### src/hdl/sac_regs.vh
`ifndef SAC_REGS_VH
`define SAC_REGS_VH

// ****************************************************************
// Clock and rounding
// ****************************************************************
`define SAC_CLK_PERIOD_NS      4
`define SAC_CEIL_CYC(ns)       (((ns) + `SAC_CLK_PERIOD_NS - 1) / `SAC_CLK_PERIOD_NS)

// ****************************************************************
// Pin timing in ns, fast grade
// ****************************************************************
`define SAC_FAST_CYCLE_NS      45
`define SAC_FAST_ACCESS_NS     45
`define SAC_FAST_PULSE_NS      35
`define SAC_FAST_HIZ_NS        18

// ****************************************************************
// Pin timing in ns, slow grade
// ****************************************************************
`define SAC_SLOW_CYCLE_NS      55
`define SAC_SLOW_ACCESS_NS     55
`define SAC_SLOW_PULSE_NS      40
`define SAC_SLOW_HIZ_NS        20

// ****************************************************************
// Pin timing in ns, both grades
// ****************************************************************
`define SAC_DATA_SETUP_NS      25
`define SAC_DATA_HOLD_NS       0
`define SAC_ADDR_HOLD_NS       0
`define SAC_ADDR_SETUP_NS      0
`define SAC_OUT_HOLD_NS        10
`define SAC_RETENTION_NS       0

// ****************************************************************
// Cycle counts
// ****************************************************************
`define SAC_FAST_CYCLE_CYC     `SAC_CEIL_CYC(`SAC_FAST_CYCLE_NS)
`define SAC_FAST_ACCESS_CYC    `SAC_CEIL_CYC(`SAC_FAST_ACCESS_NS)
`define SAC_FAST_PULSE_CYC     `SAC_CEIL_CYC(`SAC_FAST_PULSE_NS)
`define SAC_FAST_HIZ_CYC       `SAC_CEIL_CYC(`SAC_FAST_HIZ_NS)
`define SAC_SLOW_CYCLE_CYC     `SAC_CEIL_CYC(`SAC_SLOW_CYCLE_NS)
`define SAC_SLOW_ACCESS_CYC    `SAC_CEIL_CYC(`SAC_SLOW_ACCESS_NS)
`define SAC_SLOW_PULSE_CYC     `SAC_CEIL_CYC(`SAC_SLOW_PULSE_NS)
`define SAC_SLOW_HIZ_CYC       `SAC_CEIL_CYC(`SAC_SLOW_HIZ_NS)
`define SAC_SYNC_CYC           2

// ****************************************************************
// Widths and reset values
// ****************************************************************
`define SAC_ADDR_W             18
`define SAC_DATA_W             16
`define SAC_CNT_W              8
`define SAC_ADDR_RST           18'h0_0000
`define SAC_DATA_RST           16'h0000

`endif

### src/hdl/sac_timer.v
`timescale 1ns/10ps

// ****************************************************************
// Down counter, done while it stands at zero
// ****************************************************************
module sac_timer
(
  input  wire       ref_clk_i,
  input  wire       rst_n_i,
  input  wire       load_i,
  input  wire [7:0] load_val_i,
  output wire       done_o
);

  reg  [7:0] cnt_ff;
  reg  [7:0] nxt_cnt;

  always @*
  begin
    nxt_cnt = cnt_ff;
    if (load_i)
    begin
      nxt_cnt = load_val_i;
    end
    else if (cnt_ff != 8'h00)
    begin
      nxt_cnt = cnt_ff - 8'h01;
    end
  end

  always @(posedge ref_clk_i)
  begin
    if (!rst_n_i)
    begin
      cnt_ff <= 8'h00;
    end
    else
    begin
      cnt_ff <= nxt_cnt;
    end
  end

  assign done_o = (cnt_ff == 8'h00);

endmodule

### src/hdl/sac_ctrl.v
`timescale 1ns/10ps
`include "sac_regs.vh"

// Overview of operation
// Write only while select, strobe, lane low
// Data timed to first write-ending edge
// Data valid 25 ns before, 0 after
// Address settled 35/40 ns before write end
// Address held past write-ending edge
// Address settled before write strobe falls
// Lanes and strobe low 35/40 ns
// Memory data valid 45/55 ns after address
// Memory holds old data 10 ns
// Data valid 45/55 ns after select
// Data valid 22/25 ns after gate
// Lane data valid 45/55 ns after enable
// Lane releases bus within 18/20 ns
// Power-down within 45/55 ns after deselect
// Deselected if select high or lanes high
// Lanes steady while select is high
// Retention allowed once deselected
// Write strobe high throughout reads
// Never drive bus while memory outputs
// Accesses spaced one cycle time apart
// Delays rounded up; read sampled late

module sac_ctrl
#(
  parameter SLOW_GRADE = 0
)
(
  input  wire        ref_clk_i,
  input  wire        rst_n_i,
  input  wire        req_i,
  input  wire        req_write_i,
  input  wire [17:0] req_addr_i,
  input  wire [15:0] req_wdata_i,
  input  wire [1:0]  req_lanes_i,
  output wire        ready_o,
  output wire        rvalid_o,
  output wire [15:0] rdata_o,
  output wire        deselected_o,
  output wire [17:0] sram_addr_o,
  output wire        sram_ce_n_o,
  output wire        sram_we_n_o,
  output wire        sram_oe_n_o,
  output wire        upper_lane_enable_n_o,
  output wire        lower_lane_enable_n_o,
  output wire [15:0] sram_dq_o,
  output wire        sram_dq_oe_o,
  input  wire [15:0] sram_dq_i
);

  // ****************************************************************
  // Grade dependent counts and synchroniser depth
  // ****************************************************************
  localparam integer CYCLE_NUM  = SLOW_GRADE ? `SAC_SLOW_CYCLE_CYC :
                                               `SAC_FAST_CYCLE_CYC;
  localparam integer ACCESS_NUM = SLOW_GRADE ? `SAC_SLOW_ACCESS_CYC :
                                               `SAC_FAST_ACCESS_CYC;
  localparam integer PULSE_NUM  = SLOW_GRADE ? `SAC_SLOW_PULSE_CYC :
                                               `SAC_FAST_PULSE_CYC;
  localparam integer HIZ_NUM    = SLOW_GRADE ? `SAC_SLOW_HIZ_CYC :
                                               `SAC_FAST_HIZ_CYC;
  localparam integer SYNC_NUM   = `SAC_SYNC_CYC;

  // Counts cut to the timer width; every one fits in eight bits
  localparam [7:0]   CYCLE_CYC  = CYCLE_NUM[7:0];
  localparam [7:0]   ACCESS_CYC = ACCESS_NUM[7:0];
  localparam [7:0]   PULSE_CYC  = PULSE_NUM[7:0];
  localparam [7:0]   HIZ_CYC    = HIZ_NUM[7:0];
  localparam [7:0]   SYNC_CYC   = SYNC_NUM[7:0];

  // ****************************************************************
  // States
  // ****************************************************************
  localparam [2:0] ST_IDLE    = 3'h0;
  localparam [2:0] ST_W_SETUP = 3'h1;
  localparam [2:0] ST_W_PULSE = 3'h2;
  localparam [2:0] ST_W_END   = 3'h3;
  localparam [2:0] ST_R_WAIT  = 3'h4;
  localparam [2:0] ST_RECOV   = 3'h5;

  reg  [2:0]  state_ff;
  reg  [2:0]  nxt_state;
  reg  [7:0]  cyc_ff;
  reg  [7:0]  nxt_cyc;
  reg         ready_ff;
  reg         nxt_ready;
  reg         rvalid_ff;
  reg         nxt_rvalid;
  reg  [15:0] rdata_ff;
  reg  [15:0] nxt_rdata;
  reg  [17:0] addr_ff;
  reg  [17:0] nxt_addr;
  reg         ce_n_ff;
  reg         nxt_ce_n;
  reg         we_n_ff;
  reg         nxt_we_n;
  reg         oe_n_ff;
  reg         nxt_oe_n;
  reg  [1:0]  lane_n_ff;
  reg  [1:0]  nxt_lane_n;
  reg  [15:0] dq_ff;
  reg  [15:0] nxt_dq;
  reg         dq_oe_ff;
  reg         nxt_dq_oe;
  reg  [15:0] dq_meta_ff;
  reg  [15:0] dq_sync_ff;
  reg         tmr_load;
  reg  [7:0]  tmr_val;
  wire        tmr_done;
  reg         desel_ff;
  reg         nxt_desel;

  // ****************************************************************
  // Read data synchroniser
  // ****************************************************************
  always @(posedge ref_clk_i)
  begin
    if (!rst_n_i)
    begin
      dq_meta_ff <= `SAC_DATA_RST;
      dq_sync_ff <= `SAC_DATA_RST;
    end
    else
    begin
      dq_meta_ff <= sram_dq_i;
      dq_sync_ff <= dq_meta_ff;
    end
  end

  sac_timer u_timer
  (
    .ref_clk_i  (ref_clk_i),
    .rst_n_i    (rst_n_i),
    .load_i     (tmr_load),
    .load_val_i (tmr_val),
    .done_o     (tmr_done)
  );

  // ****************************************************************
  // Access sequencer
  // ****************************************************************
  always @*
  begin
    nxt_state  = state_ff;
    nxt_cyc    = cyc_ff + 8'h01;
    nxt_ready  = 1'b0;
    nxt_rvalid = 1'b0;
    nxt_rdata  = rdata_ff;
    nxt_addr   = addr_ff;
    nxt_ce_n   = ce_n_ff;
    nxt_we_n   = we_n_ff;
    nxt_oe_n   = oe_n_ff;
    nxt_lane_n = lane_n_ff;
    nxt_dq     = dq_ff;
    nxt_dq_oe  = dq_oe_ff;
    tmr_load   = 1'b0;
    tmr_val    = 8'h00;
    case (state_ff)
      ST_IDLE:
      begin
        nxt_cyc   = 8'h00;
        nxt_ready = 1'b1;
        if (req_i && ready_ff)
        begin
          nxt_ready  = 1'b0;
          // Address settles with select, before the strobe falls
          nxt_addr   = req_addr_i;
          nxt_ce_n   = 1'b0;
          nxt_lane_n = ~req_lanes_i;
          if (req_write_i)
          begin
            nxt_state = ST_W_SETUP;
            nxt_oe_n  = 1'b1;
            nxt_dq    = req_wdata_i;
            nxt_dq_oe = 1'b1;
          end
          else
          begin
            nxt_state = ST_R_WAIT;
            nxt_we_n  = 1'b1;
            nxt_oe_n  = 1'b0;
            tmr_load  = 1'b1;
            // Wait worst-case access plus synchroniser depth
            tmr_val   = ACCESS_CYC + SYNC_CYC - 8'h01;
          end
        end
      end
      ST_W_SETUP:
      begin
        // Strobe falls; select, strobe and any requested lane now overlap
        nxt_state = ST_W_PULSE;
        nxt_we_n  = 1'b0;
        tmr_load  = 1'b1;
        tmr_val   = PULSE_CYC - 8'h01;
      end
      ST_W_PULSE:
      begin
        if (tmr_done)
        begin
          // Strobe rises first, so it is the write-ending edge
          nxt_state = ST_W_END;
          nxt_we_n  = 1'b1;
        end
      end
      ST_W_END:
      begin
        // Address and data stay one cycle past the write end
        nxt_state  = ST_RECOV;
        nxt_ce_n   = 1'b1;
        nxt_lane_n = 2'b11;
        nxt_dq_oe  = 1'b0;
      end
      ST_R_WAIT:
      begin
        if (tmr_done)
        begin
          nxt_state  = ST_RECOV;
          nxt_rdata  = dq_sync_ff;
          nxt_rvalid = 1'b1;
          nxt_ce_n   = 1'b1;
          nxt_oe_n   = 1'b1;
          nxt_lane_n = 2'b11;
          tmr_load   = 1'b1;
          // Bus turnaround before anyone drives again
          tmr_val    = HIZ_CYC;
        end
      end
      ST_RECOV:
      begin
        if (tmr_done && (cyc_ff >= CYCLE_CYC - 8'h01))
        begin
          nxt_state = ST_IDLE;
        end
      end
      default:
      begin
        nxt_state = ST_IDLE;
      end
    endcase
  end

  // ****************************************************************
  // Deselect flag
  // ****************************************************************
  always @*
  begin
    // Both lanes high deselects the memory just as a high select does
    nxt_desel = nxt_ce_n | (&nxt_lane_n);
  end

  always @(posedge ref_clk_i)
  begin
    if (!rst_n_i)
    begin
      state_ff  <= ST_IDLE;
      cyc_ff    <= 8'h00;
      ready_ff  <= 1'b0;
      rvalid_ff <= 1'b0;
      rdata_ff  <= `SAC_DATA_RST;
      addr_ff   <= `SAC_ADDR_RST;
      ce_n_ff   <= 1'b1;
      we_n_ff   <= 1'b1;
      oe_n_ff   <= 1'b1;
      lane_n_ff <= 2'b11;
      dq_ff     <= `SAC_DATA_RST;
      dq_oe_ff  <= 1'b0;
      desel_ff  <= 1'b1;
    end
    else
    begin
      state_ff  <= nxt_state;
      cyc_ff    <= nxt_cyc;
      ready_ff  <= nxt_ready;
      rvalid_ff <= nxt_rvalid;
      rdata_ff  <= nxt_rdata;
      addr_ff   <= nxt_addr;
      ce_n_ff   <= nxt_ce_n;
      we_n_ff   <= nxt_we_n;
      oe_n_ff   <= nxt_oe_n;
      lane_n_ff <= nxt_lane_n;
      dq_ff     <= nxt_dq;
      dq_oe_ff  <= nxt_dq_oe;
      desel_ff  <= nxt_desel;
    end
  end

  // ****************************************************************
  // Outputs
  // ****************************************************************
  assign ready_o               = ready_ff;
  assign rvalid_o              = rvalid_ff;
  assign rdata_o               = rdata_ff;
  assign deselected_o          = desel_ff;
  assign sram_addr_o           = addr_ff;
  assign sram_ce_n_o           = ce_n_ff;
  assign sram_we_n_o           = we_n_ff;
  assign sram_oe_n_o           = oe_n_ff;
  assign upper_lane_enable_n_o = lane_n_ff[1];
  assign lower_lane_enable_n_o = lane_n_ff[0];
  assign sram_dq_o             = dq_ff;
  assign sram_dq_oe_o          = dq_oe_ff;

endmodule

### config.mk
export PLATFORM = sky130hd
export DESIGN_NAME = sac_ctrl
export DESIGN_NICKNAME = d
export VERILOG_FILES = /design/src/hdl/sac_timer.v /design/src/hdl/sac_ctrl.v
export VERILOG_INCLUDE_DIRS = /design/src /design/src/hdl
export SDC_FILE = /design/constraint.sdc
export NUM_CORES = 1
export LEC_CHECK = 0
export BUFFER_PORTS_ARGS = -buffer_cell sky130_fd_sc_hd__buf_2
export CORE_AREA = 2 2 103 105
export DETAILED_ROUTE_END_ITERATION = 10
export DIE_AREA = 0 0 105 107
export PLACE_DENSITY_LB_ADDON = 0.1
export SLEW_MARGIN = 40
export SYNTH_ARGS = -nofsm -noshare
export SYNTH_HDL_FRONTEND = slang
export SYNTH_HIERARCHICAL = 1
export SYNTH_SLANG_ARGS = --single-unit
### constraint.sdc
create_clock -name ref_clk_i -period 4.1 [get_ports ref_clk_i]
set_input_delay 0.205 -clock ref_clk_i [delete_from_list [all_inputs] [get_ports ref_clk_i]]
set_output_delay 0.205 -clock ref_clk_i [all_outputs]
set_load 0.005 [all_outputs]
## Word-level counts from Yosys, hierarchy flattened

Cells that the tools add are included.

- Logic and storage cells: 86
- Output and inout bits: 59
- Latch bits: 0
- Memories: 0
- Bits in registers: 110
- ROM bits: 0
- Memory bits (writable): 0
- Input port bits: 56

- Mux-type cells: 33
- Bitwise operators: 3
- Equal/unequal tests: 11
- Shift operators: 0
- Add/sub/neg operators: 2
- Order comparisons: 1
- Divide/modulo/power cells: 0
- Multipliers: 0
- Reductions and logical operators: 20

Operators with widths:

| cell | count |
|---|---|
| two-way mux 3 bit | 6 |
| one-hot mux 3 bit (6 select lines) | 1 |
| two-way mux 8 bit | 2 |
| two-way mux 1 bit | 13 |
| inequality test 2 bit, second input constant | 6 |
| one-hot mux 4 bit (3 select lines) | 1 |
| AND reduction 2 bit | 5 |
| one-hot mux 1 bit (3 select lines) | 3 |
| AND reduction 3 bit | 3 |
| adder 8 x 1 -> 8 bit, second input constant | 1 |
| >= comparator 8 x 4 -> 1 bit, second input constant | 1 |
| logical NOT 8 bit | 1 |
| two-way mux 4 bit | 2 |
| AND reduction 4 bit | 2 |
| nonzero test 8 bit | 1 |
| subtractor 8 x 1 -> 8 bit, second input constant | 1 |
| equality test 3 x 2 -> 1 bit, second input constant | 2 |
| equality test 3 bit, second input constant | 2 |
| one-hot mux 2 bit (3 select lines) | 1 |
| nonzero test 2 bit | 3 |
| two-way mux 2 bit | 2 |
| one-hot mux 1 bit (2 select lines) | 2 |
| equality test 3 x 1 -> 1 bit, second input constant | 1 |
| logical NOT 3 bit | 1 |
| 6 further kinds | 7 |

## Longest topological paths before layout

- Word-level depth: 5
- Depth in mapped cells: 11

## By module

The synthesis kept the hierarchy.

Modules (own cells, without submodules):

| module | area an instance (µm²) | sequential area each (µm²) | cells an instance | times used |
|---|---|---|---|---|
| sac_ctrl | 3,758.6 | 2,042.0 | 407 | 1 |
| sac_timer | 457.9 | 160.2 | 51 | 1 |

## Least setup slack after synthesis

OpenSTA, ideal clock, no wires.

- Path type: reg2reg
- Start: register u_timer.cnt_ff[0]
- End: register u_timer.cnt_ff[3]
- Period minus slack after synthesis: 2.437 ns
- Stages on the path, launching flop included: 12
- Buffers on the path: 3
- Data required time: 4.013 ns
- Arrival time: 2.350 ns
- Setup slack: 1.663 ns
- Cells stage by stage: dfxtp_1 inv_1 ha_1 and4bb_1 buf_6 clkbuf_1 and3_1 buf_2 or2_2 inv_1 nand2_1 o31ai_1

- Word-level cells in the longest chain between the ends: 4
- Elaborated cells on any way between the ends: 8
- Classes of those cells: add/sub (1); mux (4); reduce/logical (3)

Ends and longest elaborated chain:

| item | line | source |
|---|---|---|
| start, declared | sac_timer.v:15 | `reg [7:0] cnt_ff;` |
| start signal, assigned | sac_timer.v:39 | `cnt_ff <= nxt_cnt;` |
| logical NOT 8 bit (*) | sac_timer.v:43 | `assign done_o = (cnt_ff == 8'h00);` |
| named net tmr_done | sac_ctrl.v:112 | `wire tmr_done;` |
| two-way mux 1 bit (*) | sac_ctrl.v:218 | `if (tmr_done)` |
| one-hot mux 1 bit (3 select lines) (*) | sac_ctrl.v:161 | `case (state_ff)` |
| named net tmr_load | sac_ctrl.v:110 | `reg tmr_load;` |
| two-way mux 8 bit / nonzero test 2 bit (equally long branches) | n/a |  |

The timed path passes the listed nets; every way through them passes the cells marked *. The select of a mux whose other input is x is not followed.
A chain may end at the register's enable or synchronous reset.

## Final worst setup path

- Start: register u_timer.cnt_ff[0]
- End: register u_timer.cnt_ff[5]

Same word-level chain as after synthesis.

==> impl_metrics.toml <==
[cts]
cts_buffers = 9
hold_buffers = 0
ctsResizeCount = 0
cts.sinks = 110
cts_tree = "done"
post_cts_buffers = 0
root_buffer = "clkbuf_8"
htree_levels = 3
clock_path_buffers = 2
clk_pin_slew_worst_paths_ps = 110
insertion_delay_ps = 360

[floorplanning]
core_area_mm2 = 0.0101
io_pins = 115
die_h_um = 107
row_count = 37
fp.dieArea_mm2 = 0.0112
initial_utilization_pct = 41.8
die_x_um = 105

[drt]
vias = 3271
detail-route-antenna-nets = 0
wirelength_mm = 8.65
drc = 0
drt_iter0_markers = 114
drt_first_pass_iters = 4
wl_per_cell_um = 12.4
via_per_inst = 4.68

[synthesis]
synthTopCellsByArea = "dfxtp_1, nand2_1, and2_1"
yosysSeqAreaShare_pct = 52.2
synth_area_leader_cell = "dfxtp_1"
syn_inst = 458
synth_area_mm2 = 0.00422
synth_seq_cells = 110
synth_cell_types = 48
yosys_warnings = 6
avgSynthCellArea_um2 = 9.21
synth.top_cell.area_share_pct = 52.2

[worst_setup_path]
worstPathRequired_ps = 4370
start_kind = "flip-flop"
path_class = "flip-flop to flip-flop"
cp.arrival_ps = 3030
critPathCaptureType = "flip-flop"
cp_cell_sequence = "inv_1, ha_1, and4bb_1, and3_1, buf_4, or2_2, inv_1, nand2_1, o31ai_1"
slowest_stage = "and4bb_1"
crit_path_max_incr_delay_ps = 440
worstPathMaxFanout = 20
cpMostUsedCell = "inv_1"
critical_path_buf_inv_count = 3
crit_family = "simple AND/OR/NAND/NOR gates"

[final_layout]
area_growth_pct = 18.4
multiInputGateArea_mm2 = 0.00181
drive_above_1_share_pct = 25.2
insertedDiodeCount = 0
fin_area_mm2 = 0.00499
seqCellArea_mm2 = 0.00220
layout.nets = 616
fillers = 1019

[sta]
max_freq_ghz = 0.362
setup_viol = 0
worst_pin_slew_ps = 709
hold_viol = 0
slew_viol_final = 0
finalSetupTns_ps = 0
rsz0062_at_grt = "no"
setup_slack_ps = 1340
period_share_pct = 67.4
maxSlewHeadroom_pct = 52.6
skew_ps = 11.9
final.min_clock_period_ps = 2760

[grt]
grt_remaining_overflow = 0
grt_pass1_vias = 3021
use_met3_pct = 3.65
grt_use_met2_pct = 25.3
grt_pass1_wl_mm = 14.1
grt_use_met1_pct = 20.4
grt_busiest_layer = "met2"
grt_start_max_net_pins = 59
grt_usage_pct = 15.5
grt_antenna_before_repair = 0

[pwr]
cellPowerDensity_mw_per_mm2 = 540
vdd_drop_max_mv = 0.223
leakage_uw = 0.00210

[placement]
post_dp_cell_area_mm2 = 0.00480
io_buffer_count = 114
gp_congestion = 0.812
place_hpwl_mm = 5.92
dp_slack_ps = 1380

[outcome]
status = "completed"

[min_path]
min_path_type = "input port to flip-flop"

[job]
cap_violations = 0
[Yosys cell counts (all sizes together)]
| cell type | number |
|---|---|
| or2 | 1 |
| or3b | 1 |
| nand3b | 1 |
| o31a | 1 |
| a21oi | 7 |
| conb | 1 |
| o21ai | 12 |
| mux2i | 1 |
| nand2 | 97 |
| nand3 | 30 |
| and4bb | 1 |
| o21a | 1 |
| a32o | 1 |
| nand4b | 1 |
| xnor2 | 5 |
| a21boi | 50 |
| nor2 | 16 |
| nor3b | 5 |
| o31ai | 6 |
| and3 | 4 |
| ha | 2 |
| nand2b | 3 |
| o21bai | 1 |
| nor3 | 6 |
| nor4 | 2 |
| nor2b | 1 |
| clkbuf | 17 |
| a221oi | 2 |
| a311oi | 1 |
| and2 | 36 |
| buf | 14 |
| o211ai | 3 |
| xor2 | 6 |
| a31oi | 3 |
| nand4 | 1 |
| dfxtp | 110 |
| inv | 8 |
[routing by layer]
metal	share of wire (%)	routed length [um]	vias up
met1	48	4180	1458
li1	-	-	1720
met3	5.6	483	5
met4	0.77	67	0
met2	45	3920	88
met5	0	0	-
[flip-flops by register name, summed over array words and instances, names as in the netlist, 2 cells and up]
register and flops:
sram_addr_o 18, dq_meta_ff 16, dq_sync_ff 16, rdata_o 16, sram_dq_o 16, cyc_ff 8
u_timer/cnt_ff 8, state_ff 3, lane_n_ff 2
[path summary, 6_finish.rpt]
kind	start	to	slack [ps]	depth (start not counted)
worst max-delay path	u_timer/cnt_ff[0]	u_timer/cnt_ff[5]	1340	9
worst min-delay path	sram_dq_i[1]	dq_meta_ff[1]	30	2
worst max register to register	u_timer/cnt_ff[0]	u_timer/cnt_ff[5]	1340	9
worst min register to register	dq_meta_ff[9]	dq_sync_ff[9]	440	1
[final cells by class]
cell class                 count  area share [%]
clock buffer                  10            2.56
clock inverter                 6            1.25
multi-input combinational    313            36.3
sequential                   110            44.1
timing repair buffer         116            11.8
tap                          136            3.41
inverter                       8           0.601
[cells by family after synthesis]
group           count (synthesis)  synth area share [%]
compound gates                 88                  15.1
xor+xnor                       11                  2.28
fa+ha+maj                       2                 0.593
buf+inv                        39                  5.13
flops                         110                  52.2
mux                             1                 0.237
other cells                     1                0.0889
simple gates                  206                  24.4
[power breakdown]
| group | leakage (uW) | total, uW | internal, uW | switching, uW |
|---|---|---|---|---|
| registers | 0.000898 | 1330 | 1200 | 134 |
| logic | 0.00110 | 740 | 324 | 416 |
| clock network | 0.0000965 | 627 | 239 | 388 |
| total | 0.00210 | 2700 | 1760 | 938 |
[worst reg2reg max path: stages, from the launching register on]
cell and delay, ps:
dfxtp_1 380, inv_1 70, ha_1 270, and4bb_1 440, and3_1 280, buf_4 200
or2_2 380, inv_1 230, nand2_1 150, o31ai_1 270
[stage by stage]
stage	total power, uW	std cells	hold slack [ps]	utilization, %
3_3_place_gp	2080	683	410	47.6
2_1_floorplan	1940	462	332	-
6_report	2700	699	32.2	49.5
3_5_place_dp	2100	683	413	47.6
4_1_cts	2740	699	4.01	49.5
5_1_grt	2900	699	2.02	49.5
[cells in the final DEF, fill, tap and decap left out, types with 4 or more instances in the layout]
cell | synthesis | routed
nand2_1 | 97 | 97
buf_2 | 7 | 113
clkbuf_8 | 0 | 9
a21oi_1 | 7 | 7
nor3b_1 | 4 | 4
xnor2_1 | 5 | 5
o21ai_0 | 11 | 11
and3_1 | 4 | 4
and2_1 | 35 | 35
dfxtp_1 | 110 | 110
nor3_1 | 5 | 5
inv_1 | 8 | 8
xor2_1 | 6 | 6
a21boi_0 | 21 | 21
a21boi_1 | 29 | 29
o31ai_1 | 6 | 6
nand3_1 | 28 | 28
nor2_1 | 16 | 16
conb_1 | 1 | 5
(Power assumes the default switching activity.)
